===== src/inc/io_mux_pkg.sv =====
// package for the port function multiplexer: pin map, mode codes, carriers.
// assumes one cpu clock domain; all users import the whole package.
package io_mux_pkg;

   // pin map of the flat pad vector
   localparam int PIN_COUNT = 38;
   localparam int P0_BASE = 0;
   localparam int P1_BASE = 8;
   localparam int P2_BASE = 16;
   localparam int P3_BASE = 24;
   localparam int P4_BASE = 32;
   localparam int PORT_WIDTH = 8;
   localparam int P4_WIDTH = 6;

   // port 1 pin positions
   localparam int P1_CARD_IO = 0;
   localparam int P1_CARD_C8 = 1;
   localparam int P1_PRESENCE = 2;
   localparam int P1_CARD_C4 = 3;
   localparam int P1_CARD_CLK = 4;
   localparam int P1_CARD_RST = 5;
   localparam int P1_SLAVE_SEL = 6;
   localparam int P1_ALT_CLK = 7;

   // port 3 pin positions
   localparam int P3_RXD = 0;
   localparam int P3_TXD = 1;
   localparam int P3_IRQ0 = 2;
   localparam int P3_IRQ1 = 3;
   localparam int P3_T0 = 4;
   localparam int P3_T1 = 5;
   localparam int P3_WR = 6;
   localparam int P3_RD = 7;

   // mode register select and field positions
   localparam logic MODE_SEL_REG0 = 1'b0;
   localparam logic MODE_SEL_REG1 = 1'b1;
   localparam int M0_P0_LSB = 0;
   localparam int M0_PRES_BIT = 3;
   localparam int M0_P2_LSB = 4;
   localparam int M0_P3_LSB = 6;
   localparam int M1_P4_LSB = 0;
   localparam int M1_LED_LSB = 4;
   localparam logic [7:0] MODE_REG0_RESET = 8'h00;
   localparam logic [7:0] MODE_REG1_RESET = 8'h00;

   // two-bit configuration codes
   localparam logic [1:0] CFG_DEFAULT = 2'h0;
   localparam logic [1:0] CFG_ONE = 2'h1;
   localparam logic [1:0] CFG_TWO = 2'h2;
   localparam logic [1:0] CFG_THREE = 2'h3;

   typedef enum logic [2:0] {
      DRV_OPEN_DRAIN,
      DRV_QUASI,
      DRV_PUSH_PULL,
      DRV_LOW_SPEED_KEYBOARD_OUTPUT,
      DRV_WPU_INPUT,
      DRV_INPUT,
      DRV_LED
   } drive_mode_t;

   typedef struct packed {
      logic out;
      logic oe;
      logic weakPu;
      logic mediumPu;
      logic slowSlew;
      logic ledDrive;
   } pad_ctrl_t;

   typedef struct packed {
      logic en;
      logic sel;
      logic [7:0] data;
   } mode_write_t;

   typedef struct packed {
      logic active;
      logic addrDataOe;
      logic [7:0] addrData;
      logic [7:0] addrHigh;
      logic wrStrobeN;
      logic rdStrobeN;
   } ext_bus_t;

   typedef struct packed {
      logic active;
      logic ioOut;
      logic c4Out;
      logic c8Out;
      logic clk;
      logic rst;
   } card_out_t;

   typedef struct packed {
      logic syncMode;
      logic dataOutEn;
      logic dataOut;
      logic txdOrClk;
   } serial_out_t;

endpackage


===== src/verilog/io_pad_ctrl.sv =====
// one pad's drive decode: drive kind, output value and pin level to pad controls.
// assumes the caller registers the result before it reaches a pin.
`timescale 1ns/10ps
module io_pad_ctrl
   import io_mux_pkg::*;
(
   input wire io_mux_pkg::drive_mode_t mode,
   input wire logic value,
   input wire logic pinIn,
   input wire logic weakDisable,
   input wire logic mediumDisable,
   output io_mux_pkg::pad_ctrl_t pad
);
   always_comb begin
      pad = '0;
      case (mode)
         DRV_OPEN_DRAIN: begin
            // a one floats; only zeros are driven
            pad.oe = ~value;
         end
         DRV_QUASI: begin
            pad.oe = ~value;
            pad.weakPu = value & ~weakDisable;
            // medium pull-up follows the pin so an outside device can win
            pad.mediumPu = value & pinIn & ~mediumDisable;
         end
         DRV_PUSH_PULL: begin
            pad.oe = 1'b1;
            pad.out = value;
         end
         DRV_LOW_SPEED_KEYBOARD_OUTPUT: begin
            pad.oe = 1'b1;
            pad.out = value;
            pad.slowSlew = 1'b1;
         end
         DRV_WPU_INPUT: begin
            pad.weakPu = 1'b1;
         end
         DRV_LED: begin
            pad.oe = 1'b1;
            pad.out = value;
            pad.ledDrive = 1'b1;
         end
         default: begin
            pad = '0;
         end
      endcase
   end
endmodule


===== src/verilog/io_port_function_mux.sv =====
// function and drive-mode multiplexer for general ports 0 to 4 (38 pads).
// assumes port latches, external bus, serial and card signals come from the cpu clock domain.
`timescale 1ns/10ps
module io_port_function_mux (
   input wire logic clk,
   input wire logic rst_n,
   input wire io_mux_pkg::mode_write_t modeWr,
   input wire logic weakPullupDisable,
   input wire logic altCardClockEnable,
   input wire logic altCardClockOutput,
   input wire logic [7:0] p0Latch,
   input wire logic [7:0] p1Latch,
   input wire logic [7:0] p2Latch,
   input wire logic [7:0] p3Latch,
   input wire logic [5:0] p4Latch,
   input wire io_mux_pkg::ext_bus_t extBus,
   input wire io_mux_pkg::card_out_t card,
   input wire io_mux_pkg::serial_out_t serial,
   input wire logic [37:0] pinIn,
   output logic [37:0] padOut,
   output logic [37:0] padOe,
   output logic [37:0] padWeakPu,
   output logic [37:0] padMediumPu,
   output logic [37:0] padSlowSlew,
   output logic [37:0] padLedDrive,
   output logic [37:0] pinSample,
   output logic [7:0] portModeReg0,
   output logic [7:0] portModeReg1,
   output logic serialRxIn,
   output logic extIrqZeroInput,
   output logic extIrqOneInput,
   output logic timerZeroCountInput,
   output logic timerOneCountInput,
   output logic spiSlaveSelect,
   output logic cardPresenceInput,
   output logic cardIoIn,
   output logic cardContactFourIn,
   output logic cardContactEightIn
);
   import io_mux_pkg::*;

   // port 0 codes: config 1 is not defined, so it stays open drain
   function automatic drive_mode_t port0Decode(input logic [1:0] cfg);
      drive_mode_t m;
      m = DRV_OPEN_DRAIN;
      case (cfg)
         CFG_TWO: m = DRV_LOW_SPEED_KEYBOARD_OUTPUT;
         CFG_THREE: m = DRV_PUSH_PULL;
         default: m = DRV_OPEN_DRAIN;
      endcase
      return m;
   endfunction

   // ports 2, 3 and 4 share one code set
   function automatic drive_mode_t stdDecode(input logic [1:0] cfg);
      drive_mode_t m;
      m = DRV_QUASI;
      case (cfg)
         CFG_ONE: m = DRV_PUSH_PULL;
         CFG_TWO: m = DRV_LOW_SPEED_KEYBOARD_OUTPUT;
         CFG_THREE: m = DRV_WPU_INPUT;
         default: m = DRV_QUASI;
      endcase
      return m;
   endfunction

   logic [7:0] modeReg0;
   logic [7:0] modeReg1;
   logic [7:0] next_modeReg0;
   logic [7:0] next_modeReg1;

   // software writes replace a whole register; reset means defaults everywhere
   assign next_modeReg0 = (modeWr.en && modeWr.sel == MODE_SEL_REG0) ? modeWr.data : modeReg0;
   assign next_modeReg1 = (modeWr.en && modeWr.sel == MODE_SEL_REG1) ? modeWr.data : modeReg1;

   always_ff @(posedge clk or negedge rst_n) begin
      if (!rst_n) begin
         modeReg0 <= MODE_REG0_RESET;
         modeReg1 <= MODE_REG1_RESET;
      end else begin
         modeReg0 <= next_modeReg0;
         modeReg1 <= next_modeReg1;
      end
   end

   wire [1:0] p0Cfg = modeReg0[M0_P0_LSB +: 2];
   wire [1:0] p2Cfg = modeReg0[M0_P2_LSB +: 2];
   wire [1:0] p3Cfg = modeReg0[M0_P3_LSB +: 2];
   wire [1:0] p4Cfg = modeReg1[M1_P4_LSB +: 2];
   wire [3:0] ledEnable = modeReg1[M1_LED_LSB +: 4];
   wire presenceDisconnect = modeReg0[M0_PRES_BIT];

   drive_mode_t pinMode [PIN_COUNT];
   logic [37:0] pinValue;
   logic [37:0] weakDis;
   logic [37:0] mediumDis;
   pad_ctrl_t padNext [PIN_COUNT];

   // port 0: address low / data during external accesses, else latch
   wire drive0Bus = extBus.active & extBus.addrDataOe;
   wire drive0Mode = drive0Bus ? 1'b1 : 1'b0;
   genvar i;
   generate
      for (i = 0; i < PORT_WIDTH; i = i + 1) begin : g_port0
         // a bus cycle with addrDataOe set drives ones strongly instead of floating them
         assign pinMode[P0_BASE + i] = extBus.active ?
            (drive0Mode ? DRV_PUSH_PULL : DRV_INPUT) : port0Decode(p0Cfg);
         assign pinValue[P0_BASE + i] = extBus.active ? extBus.addrData[i] : p0Latch[i];
         assign weakDis[P0_BASE + i] = weakPullupDisable;
         assign mediumDis[P0_BASE + i] = 1'b0;
      end
   endgenerate

   // port 1: card contacts follow the card block and stay low while it is idle
   wire cardIoVal = card.active & card.ioOut;
   wire cardC4Val = card.active & card.c4Out;
   wire cardC8Val = card.active & card.c8Out;
   wire cardClkVal = card.active & card.clk;
   wire cardRstVal = card.active & card.rst;

   assign pinMode[P1_BASE + P1_CARD_IO] = DRV_QUASI;
   assign pinValue[P1_BASE + P1_CARD_IO] = cardIoVal;
   assign pinMode[P1_BASE + P1_CARD_C8] = DRV_QUASI;
   assign pinValue[P1_BASE + P1_CARD_C8] = cardC8Val;
   assign pinMode[P1_BASE + P1_CARD_C4] = DRV_QUASI;
   assign pinValue[P1_BASE + P1_CARD_C4] = cardC4Val;
   assign pinMode[P1_BASE + P1_CARD_CLK] = DRV_PUSH_PULL;
   assign pinValue[P1_BASE + P1_CARD_CLK] = cardClkVal;
   assign pinMode[P1_BASE + P1_CARD_RST] = DRV_PUSH_PULL;
   assign pinValue[P1_BASE + P1_CARD_RST] = cardRstVal;
   // presence is released high; the card socket switch pulls it down
   assign pinMode[P1_BASE + P1_PRESENCE] = DRV_QUASI;
   assign pinValue[P1_BASE + P1_PRESENCE] = p1Latch[P1_PRESENCE];
   assign pinMode[P1_BASE + P1_SLAVE_SEL] = DRV_QUASI;
   assign pinValue[P1_BASE + P1_SLAVE_SEL] = p1Latch[P1_SLAVE_SEL];
   assign pinMode[P1_BASE + P1_ALT_CLK] = altCardClockEnable ? DRV_PUSH_PULL : DRV_QUASI;
   assign pinValue[P1_BASE + P1_ALT_CLK] = altCardClockEnable ? altCardClockOutput : p1Latch[P1_ALT_CLK];

   generate
      for (i = 0; i < PORT_WIDTH; i = i + 1) begin : g_port1_pull
         if (i == P1_PRESENCE) begin : g_pres
            assign weakDis[P1_BASE + i] = presenceDisconnect;
            assign mediumDis[P1_BASE + i] = presenceDisconnect;
         end else begin : g_other
            assign weakDis[P1_BASE + i] = weakPullupDisable;
            assign mediumDis[P1_BASE + i] = 1'b0;
         end
      end
   endgenerate

   // port 2: high address during external accesses
   generate
      for (i = 0; i < PORT_WIDTH; i = i + 1) begin : g_port2
         assign pinMode[P2_BASE + i] = extBus.active ? DRV_PUSH_PULL : stdDecode(p2Cfg);
         assign pinValue[P2_BASE + i] = extBus.active ? extBus.addrHigh[i] : p2Latch[i];
         assign weakDis[P2_BASE + i] = weakPullupDisable;
         assign mediumDis[P2_BASE + i] = 1'b0;
      end
   endgenerate

   // port 3: alternate outputs are anded with the latch, idle alternates sit at one
   logic [7:0] p3Alt;
   logic [7:0] p3Led;
   always_comb begin
      p3Alt = 8'hFF;
      p3Alt[P3_RXD] = (serial.syncMode & serial.dataOutEn) ? serial.dataOut : 1'b1;
      p3Alt[P3_TXD] = serial.txdOrClk;
      p3Alt[P3_WR] = extBus.active ? extBus.wrStrobeN : 1'b1;
      p3Alt[P3_RD] = extBus.active ? extBus.rdStrobeN : 1'b1;
      p3Led = 8'h00;
      p3Led[P3_IRQ0] = ledEnable[0];
      p3Led[P3_T0] = ledEnable[1];
      p3Led[P3_WR] = ledEnable[2];
      p3Led[P3_RD] = ledEnable[3];
   end

   generate
      for (i = 0; i < PORT_WIDTH; i = i + 1) begin : g_port3
         assign pinMode[P3_BASE + i] = p3Led[i] ? DRV_LED : stdDecode(p3Cfg);
         assign pinValue[P3_BASE + i] = p3Latch[i] & p3Alt[i];
         assign weakDis[P3_BASE + i] = weakPullupDisable;
         assign mediumDis[P3_BASE + i] = 1'b0;
      end
   endgenerate

   // port 4: six plain pins
   generate
      for (i = 0; i < P4_WIDTH; i = i + 1) begin : g_port4
         assign pinMode[P4_BASE + i] = stdDecode(p4Cfg);
         assign pinValue[P4_BASE + i] = p4Latch[i];
         assign weakDis[P4_BASE + i] = weakPullupDisable;
         assign mediumDis[P4_BASE + i] = 1'b0;
      end
   endgenerate

   generate
      for (i = 0; i < PIN_COUNT; i = i + 1) begin : g_pad
         io_pad_ctrl u_pad (
            .mode(pinMode[i]),
            .value(pinValue[i]),
            .pinIn(pinIn[i]),
            .weakDisable(weakDis[i]),
            .mediumDisable(mediumDis[i]),
            .pad(padNext[i])
         );
      end
   endgenerate

   // every pad control is registered, so pins move one clock after their cause
   generate
      for (i = 0; i < PIN_COUNT; i = i + 1) begin : g_padreg
         always_ff @(posedge clk or negedge rst_n) begin
            if (!rst_n) begin
               // reset values match the default modes: card pins low, presence released high
               padOut[i] <= 1'b0;
               padOe[i] <= (i >= P1_BASE + P1_CARD_IO && i <= P1_BASE + P1_CARD_RST && i != P1_BASE + P1_PRESENCE);
               padWeakPu[i] <= (i >= P1_BASE && i < P1_BASE + PORT_WIDTH) ?
                  !(i != P1_BASE + P1_PRESENCE && i <= P1_BASE + P1_CARD_RST) :
                  (i >= P2_BASE);
               padMediumPu[i] <= 1'b0;
               padSlowSlew[i] <= 1'b0;
               padLedDrive[i] <= 1'b0;
            end else begin
               padOut[i] <= padNext[i].out;
               padOe[i] <= padNext[i].oe;
               padWeakPu[i] <= padNext[i].weakPu;
               padMediumPu[i] <= padNext[i].mediumPu;
               padSlowSlew[i] <= padNext[i].slowSlew;
               padLedDrive[i] <= padNext[i].ledDrive;
            end
         end
      end
   endgenerate

   // pin levels back to the core and to the peripherals; inputs are already synchronous
   always_ff @(posedge clk or negedge rst_n) begin
      if (!rst_n) begin
         pinSample <= '1;
         portModeReg0 <= MODE_REG0_RESET;
         portModeReg1 <= MODE_REG1_RESET;
         serialRxIn <= 1'b1;
         extIrqZeroInput <= 1'b1;
         extIrqOneInput <= 1'b1;
         timerZeroCountInput <= 1'b1;
         timerOneCountInput <= 1'b1;
         spiSlaveSelect <= 1'b1;
         cardPresenceInput <= 1'b1;
         cardIoIn <= 1'b0;
         cardContactFourIn <= 1'b0;
         cardContactEightIn <= 1'b0;
      end else begin
         pinSample <= pinIn;
         portModeReg0 <= next_modeReg0;
         portModeReg1 <= next_modeReg1;
         serialRxIn <= pinIn[P3_BASE + P3_RXD];
         // the interrupt and timer count inputs each come from their own port 3 pin
         extIrqZeroInput <= pinIn[P3_BASE + P3_IRQ0];
         extIrqOneInput <= pinIn[P3_BASE + P3_IRQ1];
         timerZeroCountInput <= pinIn[P3_BASE + P3_T0];
         timerOneCountInput <= pinIn[P3_BASE + P3_T1];
         spiSlaveSelect <= pinIn[P1_BASE + P1_SLAVE_SEL];
         cardPresenceInput <= pinIn[P1_BASE + P1_PRESENCE];
         cardIoIn <= pinIn[P1_BASE + P1_CARD_IO];
         cardContactFourIn <= pinIn[P1_BASE + P1_CARD_C4];
         cardContactEightIn <= pinIn[P1_BASE + P1_CARD_C8];
      end
   end

endmodule


===== config.mk =====
export PLATFORM = sky130hd
export DESIGN_NAME = io_port_function_mux
export DESIGN_NICKNAME = d
export VERILOG_FILES = /design/src/inc/io_mux_pkg.sv /design/src/verilog/io_pad_ctrl.sv /design/src/verilog/io_port_function_mux.sv
export SDC_FILE = /design/constraint.sdc
export NUM_CORES = 1
export LEC_CHECK = 0
export BUFFER_PORTS_ARGS = -buffer_cell sky130_fd_sc_hd__buf_2
export CORE_MARGIN = 8
export CORE_UTILIZATION = 30
export CTS_CLUSTER_SIZE = 24
export DETAILED_ROUTE_END_ITERATION = 10
export SETUP_SLACK_MARGIN = 0.1
export SKIP_CTS_REPAIR_TIMING = 1
export SYNTH_ARGS = -nofsm -noshare
export SYNTH_HDL_FRONTEND = slang
export SYNTH_SLANG_ARGS = --single-unit

===== constraint.sdc =====
create_clock -name clk -period 2.2 [get_ports clk]
set_input_delay 0 -clock clk [delete_from_list [all_inputs] [get_ports clk]]
set_output_delay 0 -clock clk [all_outputs]
set_load 0.05 [all_outputs]

# ---- Word-level counts from Yosys, hierarchy flattened
# Cells that the tools add are included.
dict set report op_classes {
  eq_ne 56
  n_mux 175
  n_bitwise 123
  reduce_logical 29
}
# cell count
set op_table {}
lappend op_table {{$pmux W1 S2} 62}
lappend op_table {{$mux W1} 101}
lappend op_table {{$and A1 B1 Y1} 84}
lappend op_table {{$eq A3 B2 Y1 const B} 16}
lappend op_table {{$eq A3 B3 Y1 const B} 16}
lappend op_table {{$not A1 Y1} 39}
lappend op_table {{$logic_not A3 Y1} 9}
lappend op_table {{$pmux W3 S3} 3}
lappend op_table {{$reduce_or A3 Y1} 9}
lappend op_table {{$eq A3 B1 Y1 const B} 8}
lappend op_table {{$mux W3} 7}
lappend op_table {{$eq A2 B2 Y1 const B} 10}
lappend op_table {{$reduce_or A2 Y1} 9}
lappend op_table {{$eq A2 B1 Y1 const B} 4}
lappend op_table {{$eq A2 B3 Y1 const B} 2}
lappend op_table {{$pmux W2 S2} 1}
lappend op_table {{$logic_and A1 B1 Y1} 2}
lappend op_table {{$mux W2} 1}
dict set report word_totals {
  ff_bits 223
  inputBits 121
  output_inout_bits 292
}

# ---- Longest topological paths before layout
dict set report depth {
  depth_word 7
  depth_mapped 6
  depth_no_buf 5
}

# ---- By module
# From an unflattened synthesis, not the netlist that was laid out.
dict set report unflattened {
  cells_unflattened 900
  area_unflattened_um2 11088.1
}
# module instances cells_per_inst area_per_inst_um2 seq_area_each_um2
set modules_own_cells {}
lappend modules_own_cells {io_port_function_mux 1 383 8054.0 7216.9}
lappend modules_own_cells {{io_pad_ctrl (g_pad[0].u_pad ...)} 23 14 81.3 0.0}
lappend modules_own_cells {{io_pad_ctrl (g_pad[30].u_pad ...)} 15 13 77.6 0.0}

# ---- Least setup slack after synthesis
# Ideal clock, no wire load.
dict set report synth_timing {
  kind {register to register}
  start {reg portModeReg0[4] (netlist name)}
  end {reg padMediumPu[16]}
  setup_ns 0.095
  t_arrival_ns 1.946
  slack_ns 0.159
  path_stages_with_launch 7
  n_path_buf 2
  path_cell_list {dfrtp_1 > inv_1 > ha_1 > or3_1 > buf_6 > buf_6 > nor4b_2}
}
# element line_no
set synth_lines {}
lappend synth_lines {{end signal, assigned by index} io_port_function_mux.sv:227} ;# padMediumPu[i] <= padNext[i].mediumPu;
lappend synth_lines {{end, declared} io_port_function_mux.sv:23} ;# output logic [37:0] padMediumPu,

# ---- Worst setup path after layout
dict set report layout_timing {
  start {in modeWr[8] in the netlist's numbering}
  end {reg portModeReg0[6]}
}
dict set report layout_via {
  elab_chain_len 2
}
# element line_no
set layout_rtl {}
lappend layout_rtl {{start, declared} io_port_function_mux.sv:7} ;# input wire io_mux_pkg::mode_write_t modeWr,
lappend layout_rtl {{$not A1 Y1} io_port_function_mux.sv:73} ;# assign next_modeReg0 = (modeWr.en && modeWr.sel == MODE_SEL_REG0) ? modeWr.data : modeReg0;
lappend layout_rtl {{$logic_and A1 B1 Y1} io_port_function_mux.sv:73}
lappend layout_rtl {{end signal, assigned} io_port_function_mux.sv:253} ;# portModeReg0 <= next_modeReg0;
lappend layout_rtl {{end, declared} io_port_function_mux.sv:27} ;# output logic [7:0] portModeReg0,
# No other way between the ends.
# A chain may end at the register's enable or synchronous reset.

==> results_dict.tcl <==
set metrics [dict create \
    dieArea_sq_um 31700 \
    grt_antenna_before_repair 2 \
    setup_viol 0 \
    top_usage_layer "met2" \
    fin_setup_tns_ns 0 \
    drt_iter0_markers 208 \
    layout_commonest_cell "buf_2" \
    mostFrequentLayoutCells "379 x buf_2, 148 x dfrtp_1, 132 x dlygate4sd3_1" \
    end_kind "register" \
    clock_sinks 214 \
    post-dp-hpwl_mm 17.7 \
    die_x_um 178 \
    drc 0 \
    first_pass_iters 4 \
    cp-start-kind "input pin" \
    grt_pass1_vias 6039 \
    cp.required_ns 2.63 \
    critPathKind "in2reg" \
    syn_area_sq_um 7870 \
    place_inst 1255 \
    gp_congestion 0.768 \
    final_hold_viol_count 0 \
    avgSynthCellArea_sq_um 13.5 \
    fin_nets 1213 \
    grt_use_met3 0.0451 \
    irDropWorstVdd_uv 703 \
    grtUsageTotal 0.137 \
    async_reset_ff_frac 1.00 \
    io_pins 413 \
    power.leakage_nw 6.10 \
    grt_remaining_overflow 0 \
    rsz0062_at_grt "false" \
    synth_ff_type "dfrtp_1" \
    use_met1 0.156 \
    status "completed" \
    max_slew_margin 0.607 \
    rows 59 \
    synth_seq_cells 214 \
    worst_slack_ns 0.208 \
    drive_gt1_frac 0.480 \
    arrival_ns 2.43 \
    port_buffers 380 \
    stdcell_area_sq_um 11900 \
    postRouteAntennaNets 0 \
    cts_tree "built" \
    internal_power_mw 7.58 \
    wire_per_inst_um 17.3 \
    dp_slack_ns 0.254 \
    finalCriticalPeriod_ns 1.99 \
    clkTransAtPathRegs_ns 0.06 \
    fmax_mhz 502 \
    final.period_utilization 0.906 \
    ys_warn_count 0 \
    fp.coreArea_sq_um 25900 \
    worstSkewPairLatency_ns 0.50 \
    ys_types 41 \
    viasPerCell 4.23 \
    maxCapViolations 0 \
    cts_root_buffer "clkbuf_16" \
    h-tree-depth 1 \
    grt_util_met2 0.241 \
    cts.path.max_buffers 3 \
    drt_wl_total_mm 24.8 \
    grt_start_max_net_pins 60 \
    p_comb_frac 0.289 \
    vias 6042 \
    sw_frac_of_total 0.363 \
    syn_inst 583 \
    finalMaxSlewViolations 0 \
    netSwitchingPower_mw 4.32 \
    p_clk_frac 0.327 \
    place_area_sq_um 9760 \
    fp.dieH_um 178 \
    stdcell_count 1430 \
    finClkSkew_ns 0.00741 \
    start_util 0.304 \
    grt_pass1_wl_mm 34.1 \
    areaGrowthSynthToFinish_pct 51.0 \
    synth_edf_count 0 \
    worst_slew_pin_slew_ns 0.586 \
    path_max_fanout 8 \
    yosysSeqAreaShare 0.691 \
    cts_made_buffers 23 \
    power_density_nw_per_um2 1000 \
    holdCritPathClass "in2reg" \
    pwr-share-seq 0.383 \
]
[state kept, by name, summed over array words and instances (netlist names)]
signal              count
portModeReg0            8
cardContactEightIn      1
padSlowSlew             8
padMediumPu            36
cardContactFourIn       1
cardIoIn                1
padWeakPu              36
padOe                  36
pinSample              38
portModeReg1            8
padLedDrive             8
padOut                 33
[through the flow]
| stage | power [mW] | util | hold WS (ns) |
|---|---|---|---|
| after floorplan | 7.10 | - | -0.296 |
| after global placement | 7.87 | 0.377 | 0.0245 |
| after detailed placement | 7.89 | 0.377 | 0.0271 |
| after CTS | 11.9 | 0.407 | -0.510 |
| after global routing | 12.4 | 0.458 | 0.00172 |
| final | 11.9 | 0.458 | 0.00539 |
[cell families after synthesis]
kind of cell | after synthesis | share of synthesized area
buf+inv | 117 | 0.101
simple gates | 142 | 0.100
compound gates | 64 | 0.0439
flops | 214 | 0.691
other cells | 2 | 0.000955
mux | 29 | 0.0388
fa+ha+maj | 15 | 0.0239
[Yosys cell counts (12+ instances only)]
master / n / area share
mux2i_1: 17 / 0.022
mux2_2: 12 / 0.017
buf_4: 79 / 0.075
nand2_1: 14 / 0.0067
and2_1: 17 / 0.014
inv_1: 20 / 0.0095
ha_1: 15 / 0.024
dfstp_2: 66 / 0.22
a21oi_1: 26 / 0.017
nor2_1: 56 / 0.027
and3_1: 13 / 0.010
dfrtp_1: 148 / 0.47
o21ai_0: 20 / 0.013
[power groups by stage]
stage	registers, mW	logic (mW)	clock network, mW
2_1_floorplan	6.04	1.06	0
6_report	4.56	3.44	3.90
3_3_place_gp	4.62	3.25	0
4_1_cts	4.56	3.27	4.02
5_1_grt	4.61	3.63	4.20
3_5_place_dp	4.63	3.27	0
[critical path, cell delays in order]
cell and delay (ns):
dlygate4sd3_1 0.54, buf_2 0.13, nor2b_2 0.47, nand2_1 0.10, dlygate4sd3_1 0.56, o21ai_0 0.06
dlygate4sd3_1 0.56
[cell type report]
cell class,instances,area [sq um]
Sequential cell,214,5440
Tap cell,335,419
Clock buffer,35,721
Antenna cell,2,5.00
Clock inverter,6,62.6
Inverter,20,75.1
Timing Repair Buffer,524,3360
Fill cell,2382,14000
Multi-Input combinational cell,294,1800
[routing by layer]
metal  part of all wire  vias to the layer above
li1                   -                     2771
met1               0.36                     2971
met2               0.52                      266
met3              0.096                       34
met4              0.017                        0
met5                  0                        -
[final timing paths]
path                                                to  depth (start not counted)  slack (ns)                        start
max                        portModeReg0[6]$_DFFE_PN0P_                          7        0.21                    modeWr[8]
min                                 padOe[0]$_DFF_PN0_                          4       0.005                   extBus[18]
max reg2reg                  padMediumPu[31]$_DFF_PN0_                          5        0.28  portModeReg0[7]$_DFFE_PN0P_
min reg2reg                    padWeakPu[10]$_DFF_PN1_                          1        0.44  portModeReg0[3]$_DFFE_PN0P_
max in group asynchronous      pinSample[21]$_DFF_PN1_                          3        1.39                        rst_n
min in group asynchronous     padLedDrive[7]$_DFF_PN0_                          2        0.06                        rst_n
(Power assumes the default switching activity.)
